**config.mk**
```make
export PLATFORM = sky130hd
export DESIGN_NAME = mac_unit
export DESIGN_NICKNAME = d
export VERILOG_FILES = /design/src/mac_pkg.sv /design/src/mac_unit.sv
export SDC_FILE = /design/constraint.sdc
export NUM_CORES = 1
export LEC_CHECK = 0
export BUFFER_PORTS_ARGS = -buffer_cell sky130_fd_sc_hd__buf_2
export CORE_MARGIN = 1.5
export CORE_UTILIZATION = 64
export CTS_CLUSTER_DIAMETER = 150
export DETAILED_ROUTE_END_ITERATION = 6
export GPL_TIMING_DRIVEN = 0
export PLACE_DENSITY = 0.83
export SLEW_MARGIN = 15
export SYNTH_ARGS = -nofsm -noshare
export SYNTH_HDL_FRONTEND = slang
export SYNTH_SLANG_ARGS = --single-unit
```
**constraint.sdc**
```tcl
create_clock -name clk -period 8.9 [get_ports clk]
set_clock_uncertainty 0.05 [all_clocks]
set_input_delay 1.78 -clock clk [delete_from_list [all_inputs] [get_ports clk]]
set_output_delay 1.78 -clock clk [all_outputs]
set_load 0.02 [all_outputs]
```
**src/mac_pkg.sv**
```systemverilog
package mac_pkg;
    // register indices; byte address on the bus is four times the index
    localparam logic [11:0] IDX_COMMAND_CONTROL = 12'hfa4;
    localparam logic [11:0] IDX_OPERATION_FLAGS = 12'hfa5;
    localparam logic [11:0] IDX_MULTIPLIER_LOW = 12'hfa6;
    localparam logic [11:0] IDX_MULTIPLIER_HIGH = 12'hfa7;
    localparam logic [11:0] IDX_MULTIPLICAND_LOW = 12'hfa8;
    localparam logic [11:0] IDX_MULTIPLICAND_HIGH = 12'hfa9;
    localparam logic [11:0] IDX_RESULT_BYTE0 = 12'hfaa;
    localparam logic [11:0] IDX_RESULT_BYTE1 = 12'hfab;
    localparam logic [11:0] IDX_RESULT_BYTE2 = 12'hfac;
    localparam logic [11:0] IDX_RESULT_BYTE3 = 12'hfad;

    // command_control layout
    localparam int CMD_RESULT_CLEAR_BIT = 7;
    localparam int CMD_MODE_LSB = 1;
    localparam int CMD_ENABLE_BIT = 0;
    localparam logic [2:0] CMD_FIXED_ONES = 3'h7;
    localparam logic [7:0] CMD_RESET = 8'h70;

    // operation_flags layout
    localparam logic [2:0] FLAGS_FIXED_ONES = 3'h7;
    localparam logic [7:0] FLAGS_RESET = 8'he0;

    // arith_mode_field codes
    localparam logic [2:0] MODE_UMUL = 3'h0;
    localparam logic [2:0] MODE_UMAC = 3'h1;
    localparam logic [2:0] MODE_SMUL = 3'h2;
    localparam logic [2:0] MODE_SMAC = 3'h3;

    // calculation length in system clock cycles
    localparam logic [3:0] OPERATION_IN_PROGRESS_CYCLES = 4'h4;

    localparam logic [15:0] OPERAND_RESET = 16'h0000;
    localparam logic [31:0] RESULT_RESET = 32'h00000000;
endpackage : mac_pkg

```
**src/mac_unit.sv**
```systemverilog
// Notes on behaviour
// - command: clear bit 7, ones in 6..4, mode 3..1, enable 0, reset 0x70.
// - clear bit resets result, addend, status; operands kept; bit self-clears next cycle.
// - mode 000 umul, 001 umac, 010 smul, 011 smac; 1xx reserved.
// - a mode write alone disturbs no other register.
// - clear bit writes are ignored while a calculation runs.
// - command bits 6..4 always read 1, writes there ignored.
// - status: ones in 7..5, carry 4, zero 3, sign 2, overflow 1, busy 0; reset 0xe0.
// - carry is 1 when a multiply-accumulate carried out, else 0.
// - zero flag is 1 when the last calculation ended with an all-zero result.
// - sign flag is 1 when the result is negative.
// - overflow flag is inverted in accumulate modes: 0 means overflow, 1 means none.
// - busy reads 1 during a calculation, 0 when idle.
// - result flags update at calculation end; status reads change nothing.
// - an addend write leaves zero and sign flags alone.
// - plain multiply modes read carry and overflow as 0.
// - signed modes treat operand bit 15 as two's-complement sign.
// - calculation starts on multiplicand high write following a low write.
// - a high write without a prior low write is dropped.
// - 32-bit result, overwritten by addend writes, reset zero, bit 31 sign in signed modes.
// - addend shares result addresses; writing it also changes the result unless a run ends in that cycle.
// - enable bit 1 turns the unit on until software clears it.
// - accumulate modes store product plus addend as 32 bits.
// - operand and addend writes are accepted only while enabled.
`timescale 1ns/1ps
`default_nettype none
module mac_unit (
    input wire logic clk, // system clock, 100 MHz
    input wire logic rst_n, // synchronous reset, active low
    input wire logic [13:0] address, // avalon byte address
    input wire logic read, // avalon read request
    input wire logic write, // avalon write request
    input wire logic [3:0] byteenable, // avalon byte lanes
    input wire logic [31:0] writedata, // avalon write data
    output logic [31:0] readdata, // avalon read data, registered
    output logic waitrequest // avalon stall, registered
);
    import mac_pkg::*;

    // bus decode nets
    logic [11:0] idx;
    logic wr_go;
    logic byte_wr;
    logic [7:0] wbyte;
    logic command_wr;
    logic clr_go;
    logic start;
    logic finish;
    logic addend_wr;
    logic [1:0] addend_lane;

    // command and status fields
    logic result_clear_bit;
    logic [2:0] arith_mode_field;
    logic unit_enable_bit;
    logic carry_flag;
    logic zero_flag;
    logic sign_flag;
    logic overflow_flag;
    logic operation_in_progress;
    logic [3:0] operation_in_progress_cnt;

    // software-visible operand and result storage
    logic [15:0] multiplier_operand;
    logic [15:0] multiplicand_operand;
    logic low_pending;
    logic [31:0] product_result;
    logic [31:0] accumulate_addend;

    // operands frozen for the running calculation
    logic [15:0] op_a;
    logic [15:0] op_b;
    logic [2:0] op_mode;

    // arithmetic and read path
    logic signed [16:0] sx_a;
    logic signed [16:0] sx_b;
    logic signed [33:0] prod_wide;
    logic [31:0] prod;
    logic [32:0] sum;
    logic acc_mode;
    logic ovf_hit;
    logic [31:0] next_result;
    logic [7:0] next_readdata;

    // bus decode; a write lands on the edge where waitrequest is sampled low
    assign idx = address[13:2];
    assign wr_go = write & ~waitrequest;
    assign byte_wr = wr_go & byteenable[0];
    assign wbyte = writedata[7:0];
    assign command_wr = byte_wr & (idx == IDX_COMMAND_CONTROL);

    // a clear during a run is simply lost, never queued
    assign clr_go = command_wr & wbyte[CMD_RESULT_CLEAR_BIT] & ~operation_in_progress;

    // start needs an armed low byte and an enabled unit
    assign start = byte_wr & unit_enable_bit & low_pending
        & (idx == IDX_MULTIPLICAND_HIGH);

    // run ends when the counter has run down
    assign finish = operation_in_progress & (operation_in_progress_cnt == 4'h0);

    // addend bytes share the result indices
    assign addend_wr = byte_wr & unit_enable_bit & (idx >= IDX_RESULT_BYTE0)
        & (idx <= IDX_RESULT_BYTE3);
    assign addend_lane = idx[1:0] - IDX_RESULT_BYTE0[1:0];

    // one wait cycle on every access keeps readdata a plain flop
    // costs a cycle per access but leaves no combinational path to the bus
    always_ff @(posedge clk) begin
        if (!rst_n) begin
            waitrequest <= 1'b1;
        end else begin
            waitrequest <= ~((read | write) & waitrequest);
        end
    end

    // read mux; status reads have no side effects
    // unmapped indices read as zero
    always_comb begin
        next_readdata = 8'h00;
        case (idx)
            IDX_COMMAND_CONTROL: begin
                next_readdata = {result_clear_bit, CMD_FIXED_ONES, arith_mode_field,
                    unit_enable_bit};
            end
            IDX_OPERATION_FLAGS: begin
                next_readdata = {FLAGS_FIXED_ONES, carry_flag, zero_flag, sign_flag,
                    overflow_flag, operation_in_progress};
            end
            IDX_MULTIPLIER_LOW: next_readdata = multiplier_operand[7:0];
            IDX_MULTIPLIER_HIGH: next_readdata = multiplier_operand[15:8];
            IDX_MULTIPLICAND_LOW: next_readdata = multiplicand_operand[7:0];
            IDX_MULTIPLICAND_HIGH: next_readdata = multiplicand_operand[15:8];
            IDX_RESULT_BYTE0: next_readdata = product_result[7:0];
            IDX_RESULT_BYTE1: next_readdata = product_result[15:8];
            IDX_RESULT_BYTE2: next_readdata = product_result[23:16];
            IDX_RESULT_BYTE3: next_readdata = product_result[31:24];
            default: next_readdata = 8'h00;
        endcase
    end

    // read data captured as waitrequest drops, held until the next read
    always_ff @(posedge clk) begin
        if (!rst_n) begin
            readdata <= 32'h00000000;
        end else if (read & waitrequest) begin
            readdata <= {24'h000000, next_readdata};
        end
    end

    // mode field: any write just replaces the code, nothing else moves
    always_ff @(posedge clk) begin
        if (!rst_n) begin
            arith_mode_field <= CMD_RESET[CMD_MODE_LSB +: 3];
        end else if (command_wr) begin
            arith_mode_field <= wbyte[CMD_MODE_LSB +: 3];
        end
    end

    // enable bit: stays on until software writes it back to 0
    always_ff @(posedge clk) begin
        if (!rst_n) begin
            unit_enable_bit <= CMD_RESET[CMD_ENABLE_BIT];
        end else if (command_wr) begin
            unit_enable_bit <= wbyte[CMD_ENABLE_BIT];
        end
    end

    // clear bit reads 1 for exactly one cycle after an accepted clear
    always_ff @(posedge clk) begin
        if (!rst_n) begin
            result_clear_bit <= CMD_RESET[7];
        end else begin
            result_clear_bit <= clr_go;
        end
    end

    // multiplier bytes, enable-gated; cleared while disabled
    always_ff @(posedge clk) begin
        if (!rst_n || !unit_enable_bit) begin
            multiplier_operand <= OPERAND_RESET;
        end else if (byte_wr && idx == IDX_MULTIPLIER_LOW) begin
            multiplier_operand[7:0] <= wbyte;
        end else if (byte_wr && idx == IDX_MULTIPLIER_HIGH) begin
            multiplier_operand[15:8] <= wbyte;
        end
    end

    // multiplicand bytes: low byte lands whenever enabled, high byte only when armed
    always_ff @(posedge clk) begin
        if (!rst_n || !unit_enable_bit) begin
            multiplicand_operand <= OPERAND_RESET;
        end else if (byte_wr && idx == IDX_MULTIPLICAND_LOW) begin
            multiplicand_operand[7:0] <= wbyte;
        end else if (start) begin
            multiplicand_operand[15:8] <= wbyte;
        end
    end

    // arming flag: a low byte write arms, the start it enables disarms
    always_ff @(posedge clk) begin
        if (!rst_n || !unit_enable_bit) begin
            low_pending <= 1'b0;
        end else if (byte_wr && idx == IDX_MULTIPLICAND_LOW) begin
            low_pending <= 1'b1;
        end else if (start) begin
            low_pending <= 1'b0;
        end
    end

    // operands captured at start so next data may be loaded during a run
    always_ff @(posedge clk) begin
        if (!rst_n) begin
            op_a <= OPERAND_RESET;
            op_b <= OPERAND_RESET;
        end else if (start) begin
            op_a <= multiplier_operand;
            op_b <= {wbyte, multiplicand_operand[7:0]};
        end
    end

    // mode latched with the operands; a later mode write cannot skew a run
    always_ff @(posedge clk) begin
        if (!rst_n) begin
            op_mode <= MODE_UMUL;
        end else if (start) begin
            op_mode <= arith_mode_field;
        end
    end

    // busy flag; a new start restarts the run, disabling aborts it
    always_ff @(posedge clk) begin
        if (!rst_n || !unit_enable_bit) begin
            operation_in_progress <= 1'b0;
        end else if (start) begin
            operation_in_progress <= 1'b1;
        end else if (finish) begin
            operation_in_progress <= 1'b0;
        end
    end

    // cycle counter; reaching zero while busy ends the run
    always_ff @(posedge clk) begin
        if (!rst_n || !unit_enable_bit) begin
            operation_in_progress_cnt <= 4'h0;
        end else if (start) begin
            operation_in_progress_cnt <= OPERATION_IN_PROGRESS_CYCLES - 4'h1;
        end else if (operation_in_progress && !finish) begin
            operation_in_progress_cnt <= operation_in_progress_cnt - 4'h1;
        end
    end

    // arithmetic; reserved codes run as their low two bits
    assign acc_mode = op_mode[0];
    assign sx_a = {op_mode[1] & op_a[15], op_a};
    assign sx_b = {op_mode[1] & op_b[15], op_b};

    // one 17x17 signed product serves signed and unsigned operands alike
    assign prod_wide = sx_a * sx_b;
    assign prod = prod_wide[31:0];

    // accumulate adds the addend; a plain multiply adds nothing
    assign sum = {1'b0, prod} + (acc_mode ? {1'b0, accumulate_addend} : 33'h000000000);
    assign next_result = sum[31:0];

    // signed overflow from like-signed inputs, unsigned from the carry out
    assign ovf_hit = op_mode[1]
        ? ((prod[31] == accumulate_addend[31]) && (sum[31] != prod[31]))
        : sum[32];

    // one lane per result byte; an addend byte write lands in both copies unless a run ends in that cycle
    for (genvar lane = 0; lane < 4; lane++) begin : g_lane
        logic lane_wr;
        logic [7:0] res_byte;
        logic [7:0] add_byte;

        assign lane_wr = addend_wr & (addend_lane == 2'(lane));
        assign product_result[lane*8 +: 8] = res_byte;
        assign accumulate_addend[lane*8 +: 8] = add_byte;

        // result byte: cleared, computed, or overwritten by the addend byte
        always_ff @(posedge clk) begin
            if (!rst_n || !unit_enable_bit || clr_go) begin
                res_byte <= RESULT_RESET[lane*8 +: 8];
            end else if (finish) begin
                res_byte <= next_result[lane*8 +: 8];
            end else if (lane_wr) begin
                res_byte <= wbyte;
            end
        end

        // addend byte is write-only; it survives a run and feeds every accumulate
        always_ff @(posedge clk) begin
            if (!rst_n || !unit_enable_bit || clr_go) begin
                add_byte <= RESULT_RESET[lane*8 +: 8];
            end else if (lane_wr) begin
                add_byte <= wbyte;
            end
        end
    end

    // carry: only an accumulate can carry out of bit 31
    always_ff @(posedge clk) begin
        if (!rst_n || !unit_enable_bit || clr_go) begin
            carry_flag <= FLAGS_RESET[4];
        end else if (finish) begin
            carry_flag <= acc_mode & sum[32];
        end
    end

    // zero: moves only at run end or when cleared, disabled or reset, so addend writes cannot disturb it
    always_ff @(posedge clk) begin
        if (!rst_n || !unit_enable_bit || clr_go) begin
            zero_flag <= FLAGS_RESET[3];
        end else if (finish) begin
            zero_flag <= (next_result == RESULT_RESET);
        end
    end

    // sign: unsigned results are never reported negative
    always_ff @(posedge clk) begin
        if (!rst_n || !unit_enable_bit || clr_go) begin
            sign_flag <= FLAGS_RESET[2];
        end else if (finish) begin
            sign_flag <= op_mode[1] & next_result[31];
        end
    end

    // overflow reads inverted; plain multiplies show 0 rather than none
    always_ff @(posedge clk) begin
        if (!rst_n || !unit_enable_bit || clr_go) begin
            overflow_flag <= FLAGS_RESET[1];
        end else if (finish) begin
            overflow_flag <= acc_mode & ~ovf_hit;
        end
    end
endmodule : mac_unit
`default_nettype wire

```
After elaboration in Yosys (flattened, before gate mapping)
Cells that the tools add are included.

Word-level logic and storage cells: 118. Input bits: 54. Output and inout bits: 33. Flip-flop bits (word level): 154.

Reduce and logical (&&, ||, !) cells: 23. Mux-type cells: 17. Multipliers: 1. Bitwise logic cells: 29. $lt $le $gt $ge: 2. $add $sub $neg: 3. Equality and inequality tests: 15.

Operators by type and width (number): 12-bit equality test (second input constant) (10); 8-bit case mux with 10 select lines (1); 8-bit two-way mux (8); 32-bit by 32-bit adder with 33-bit output (1); 32-bit logical NOT (1); 17-bit by 17-bit multiplier with 32-bit output (1); 32-bit two-way mux (1); 1-bit bitwise AND (22); 2-bit nonzero test (7); 12-bit >= comparator (second input constant) (1); 12-bit less-or-equal comparator (second input constant) (1); 1-bit inverter (6); 1-bit logical AND (5); 1-bit two-way mux (5); 2-bit equality test (second input constant) (2); 4-bit logical NOT (1); 2-bit two-way mux (2); 2-bit AND reduction (2); 4-bit by 1-bit subtractor with 4-bit output (second input constant) (1); 1-bit logical NOT (3); 2-bit by 1-bit equality test with 1-bit output (second input constant) (1); 2-bit logical NOT (1); 1-bit logical OR (2); 2-bit OR reduction (1); other kinds (4) (4).

Depth between registers and ports, before layout
Depth in word-level cells: 9. Mapped depth: 35. Mapped depth without buffers: 34.

Worst setup path after synthesis
OpenSTA, ideal clock, no wires.

Kind: reg-to-reg. Start: reg op_b[2]. End: reg overflow_flag. Required time: 8.764 ns. Clock period less this slack: 7.823 ns. Stages on the path, launching flop included: 33. Slack: 1.077 ns. Arrival time: 7.686 ns. Library setup time: 0.086 ns. Buffers on the path: 1. Path through: dfxtp_1 clkbuf_1 nand2_1 fa_1 fa_1 inv_1 fa_1 inv_1 fa_1 inv_1 fa_1 inv_1 fa_1 inv_1 ha_1 o211ai_1 o211ai_1 o221ai_1 o21ai_0 o21ai_0 a21boi_0 a21oi_1 ha_1 nand4_1 nor2_1 o2bb2ai_1 or3_1 o221a_2 a31o_4 a221o_1 a21oi_2 o21bai_1 a221oi_2.

Word-level cells in the longest chain between the ends: 7. Elaborated cells on any way between the ends: 8. Classes of those cells: add/sub: 1; mul: 1; eq/ne: 2; mux: 1; bitwise: 2; reduce/logical: 1.

RTL lines: start, declared (RTL line mac_unit.sv:72) `logic [15:0] op_b;`; start signal, assigned (RTL line mac_unit.sv:219) `op_b <= {wbyte, multiplicand_operand[7:0]};`; 17-bit by 17-bit multiplier with 32-bit output * (RTL line mac_unit.sv:260) `assign prod_wide = sx_a * sx_b;`; 32-bit by 32-bit adder with 33-bit output (RTL line mac_unit.sv:264) `assign sum = {1'b0, prod} + (acc_mode ? {1'b0, accumulate_addend} : 33'h000000000);`; 1-bit inequality test (RTL line mac_unit.sv:269) `? ((prod[31] == accumulate_addend[31]) && (sum[31] != prod[31]))`; 1-bit logical AND (RTL line mac_unit.sv:269); 1-bit two-way mux * (RTL line mac_unit.sv:269); 1-bit inverter * (RTL line mac_unit.sv:335) `overflow_flag <= acc_mode & ~ovf_hit;`; 1-bit bitwise AND * (RTL line mac_unit.sv:335); end signal, assigned (RTL line mac_unit.sv:333) `overflow_flag <= FLAGS_RESET[1];`; end signal, assigned (RTL line mac_unit.sv:335); end, declared (RTL line mac_unit.sv:59) `logic overflow_flag;`.

Every way passes the cells marked *; elsewhere a longest branch is shown, timed or not. A chain may end at the register's enable or synchronous reset.

Worst setup path in the final report
Start: reg op_a[11]. End: reg zero_flag.

Word-level cells in the longest chain between the ends: 3.

RTL lines: start, declared (RTL line mac_unit.sv:71) `logic [15:0] op_a;`; start signal, assigned (RTL line mac_unit.sv:218) `op_a <= multiplier_operand;`; 17-bit by 17-bit multiplier with 32-bit output (RTL line mac_unit.sv:260); 32-bit by 32-bit adder with 33-bit output (RTL line mac_unit.sv:264); 32-bit logical NOT (RTL line mac_unit.sv:317) `zero_flag <= (next_result == RESULT_RESET);`; end signal, assigned (RTL line mac_unit.sv:315) `zero_flag <= FLAGS_RESET[3];`; end signal, assigned (RTL line mac_unit.sv:317); end, declared (RTL line mac_unit.sv:57) `logic zero_flag;`.

No other way between the ends.

==> flow_metrics.py <==
metrics = {
    "status": {
        "status": "finished clean",
    },
    "timing": {
        "hold_violations": 0,
        "whs_ps": 401.9,
        "tightest_slew_ps": 915.8,
        "fin_crit_sh_pct": 98.26,
        "slew_headroom_pct": 38.44,
        "fin_crit_ps": 8745,
        "rsz0062_at_grt": "true",
        "slew_violations": 0,
        "fmax_ghz": 0.1144,
        "finalSetupViolations": 0,
    },
    "worst_setup_path": {
        "startpoint_type": "flip-flop",
        "cp_common_cell": "fa_1",
        "arrival_ps": 9060,
        "worst-path-buf-inv": 4,
        "cp_max_fo": 10,
        "cp_slowest_cell": "fa_1",
        "crit_family": "adder cells",
        "crit_type": "reg2reg",
        "cp.required_ps": 9220,
        "max_stage_delay_ps": 550,
        "end_kind": "flip-flop",
    },
    "yosys": {
        "synthTopCellsByCount": "385 x nand2_1, 328 x inv_1, 283 x fa_1",
        "synth_seq_cells": 154,
        "synth_area_leaders": "fa_1 30%, dfxtp_1 16%, ha_1 7.6%",
        "synth.top_cell.area_share_pct": 29.79,
        "synthArstFlopShare_pct": 0,
        "synth-seq-area-share_pct": 16.21,
        "ys_types": 86,
        "synth_top_cell_by_area": "fa_1",
        "yosysMostFrequentCell": "nand2_1",
        "netlist_area_mm2": 0.01902,
        "syn_inst": 2216,
        "synth_edf_count": 0,
        "syn_area_per_cell_um2": 8.581,
        "synth_ff_type": "dfxtp_1",
        "ys_warn_count": 0,
    },
    "route": {
        "ant_nets": 0,
        "dr.pass1.iters": 7,
        "vias": 15750,
        "drt_drc_violations_left": 0,
        "routed_wl_um": 54930,
        "wl_per_cell_um": 20.54,
        "drt-vias-per-instance": 5.888,
        "drtIter0Drc": 1573,
    },
    "floorplanning": {
        "dieArea_mm2": 0.03075,
        "die_y_um": 175.4,
        "core_area_mm2": 0.02894,
        "rows": 62,
        "ios": 87,
        "die_w_um": 175.4,
        "initial_core_util_pct": 65.72,
    },
    "place": {
        "place_congestion": 0.9783,
        "hpwl_um": 44540,
        "port_buffers": 23,
    },
    "clock_network": {
        "clk_pin_slew_ps": 80,
        "cts_buffers": 17,
        "cts-root-buf": "clkbuf_16",
        "htree_num_levels": 4,
        "cts_sinks": 154,
        "cts_tree": "done",
        "cts_buffer_depth": 2,
        "clock_latency_ps": 440,
    },
    "global_route": {
        "overflow": 0,
        "grt_max_degree": 17,
        "grt_pass1_vias": 16020,
        "grt_usage_pct": 37.18,
        "antenna_found_initial": 0,
        "grt_first_pass_wirelength_um": 87650,
    },
    "pwr": {
        "peakVddDrop_mv": 0.1409,
        "p_leak_uw": 0.009506,
        "power_density_mw_per_mm2": 70.88,
        "p_total_uw": 1451,
    },
    "final_layout": {
        "drive_gt1_share_pct": 9.039,
        "synthToLayoutAreaGrowth_pct": 7.692,
        "finalNetCount": 2730,
        "antenna_cells": 0,
    },
    "hold_path": {
        "hp-class": "reg2reg",
    },
    "run": {
        "maxCapViolCount": 0,
    },
}
-- worst register-to-register path, delay by kind of cell, from the launching register on --
kind	cells	cell delay [ps]
xor+xnor	1	150
fa+ha+maj	8	3800
compound gates	6	1500
simple gates	10	2310
buf+inv	4	430
flops	1	460
-- timing repair --
| action | 4_1_cts | 5_1_grt |
|---|---|---|
| hold buffers | 0 | 0 |
| setup endpoints to repair | 11 | 6 |
| pin swaps | 1 | 5 |
| gates cloned | 0 | 0 |
| setup buffers | 0 | 3 |
| resized for setup | 43 | 69 |
-- final timing paths --
check / start / end / slack, ps / cells after the start
worst max-delay path: op_a[11]$_SDFFE_PN0P_ / zero_flag$_SDFFE_PP0P_ / 160 / 29
worst max register to register: op_a[11]$_SDFFE_PN0P_ / zero_flag$_SDFFE_PP0P_ / 160 / 29
worst min register to register: g_lane[0].add_byte[3]$_SDFFE_PP0P_ / g_lane[0].add_byte[3]$_SDFFE_PP0P_ / 400 / 2
worst min-delay path: g_lane[0].add_byte[3]$_SDFFE_PP0P_ / g_lane[0].add_byte[3]$_SDFFE_PP0P_ / 400 / 2
-- logic make-up after synthesis --
kind of cell	synth area share, %
AO/OA/AOI/OAI	11.06
XOR/XNOR	2.994
adder cells (fa/ha/maj)	37.43
buffers and inverters	9.679
flip-flops	16.21
multiplexers	2.849
other	0.01972
AND/OR/NAND/NOR	19.76
-- report_power, final --
group	internal (uW)	switching, uW	total [uW]
Clock	388	323	711
Sequential	687	0.390	688
Combinational	18.4	34.4	52.8
Total	1090	358	1450
-- cell type report --
cell class,instances,area [um2]
Multi-Input combinational cell,1629,14270
Fill cell,2265,8457
Sequential cell,154,3131
Inverter,328,1231
Buffer,120,641.9
Tap cell,384,480.5
Clock buffer,20,466.7
Timing Repair Buffer,27,145.1
Clock inverter,12,108.9
-- stage by stage --
step | area, um2 | util (%) | setup TNS, ps | instances | setup WS [ps]
final | 20480 | 70.77 | 0 | 2674 | 155.2
after global routing | 20480 | 70.77 | -44.96 | 2674 | -39.79
after CTS | 20370 | 70.39 | 0 | 2673 | 32.63
after detailed placement | 19710 | 68.12 | -5733 | 2647 | -1194
after global placement | 19700 | 68.07 | -3988 | 2646 | -1072
after floorplan | 19100 | - | 0 | 2239 | 1077
-- cell usage in the layout, fill, tap and decap left out, types with 15 or more instances in the layout --
master / instances
a21oi_1: 126
and2_1: 177
clkbuf_1: 54
nor2_1: 72
and3_1: 16
xnor2_1: 41
nand2_1: 385
dfxtp_2: 20
xor2_1: 23
clkbuf_16: 17
ha_1: 114
clkbuf_2: 22
nand3_1: 29
buf_2: 27
fa_1: 283
nor3_1: 15
conb_1: 24
a21boi_0: 36
nor2b_1: 18
buf_4: 33
o21ai_0: 39
dfxtp_1: 128
inv_1: 328
mux2i_1: 26
o21a_1: 15
-- flip-flops by register name (all words and copies together), names as in the netlist, 2 cells and up --
name,cells
readdata,8
operation_in_progress_cnt,4
arith_mode_field,3
g_lane.add_byte,32
g_lane.res_byte,32
multiplicand_operand,16
op_mode,2
op_a,16
op_b,16
multiplier_operand,16
-- metal layers --
metal	vias to the layer above	GRT usage (%)	part of all wire, %
met2	813	62.37	47
met5	-	0	0
met3	127	5.022	8.5
met1	7699	49.36	40
li1	7106	-	-
met4	0	13.85	3.9
Power figures use the tool's default switching activity.
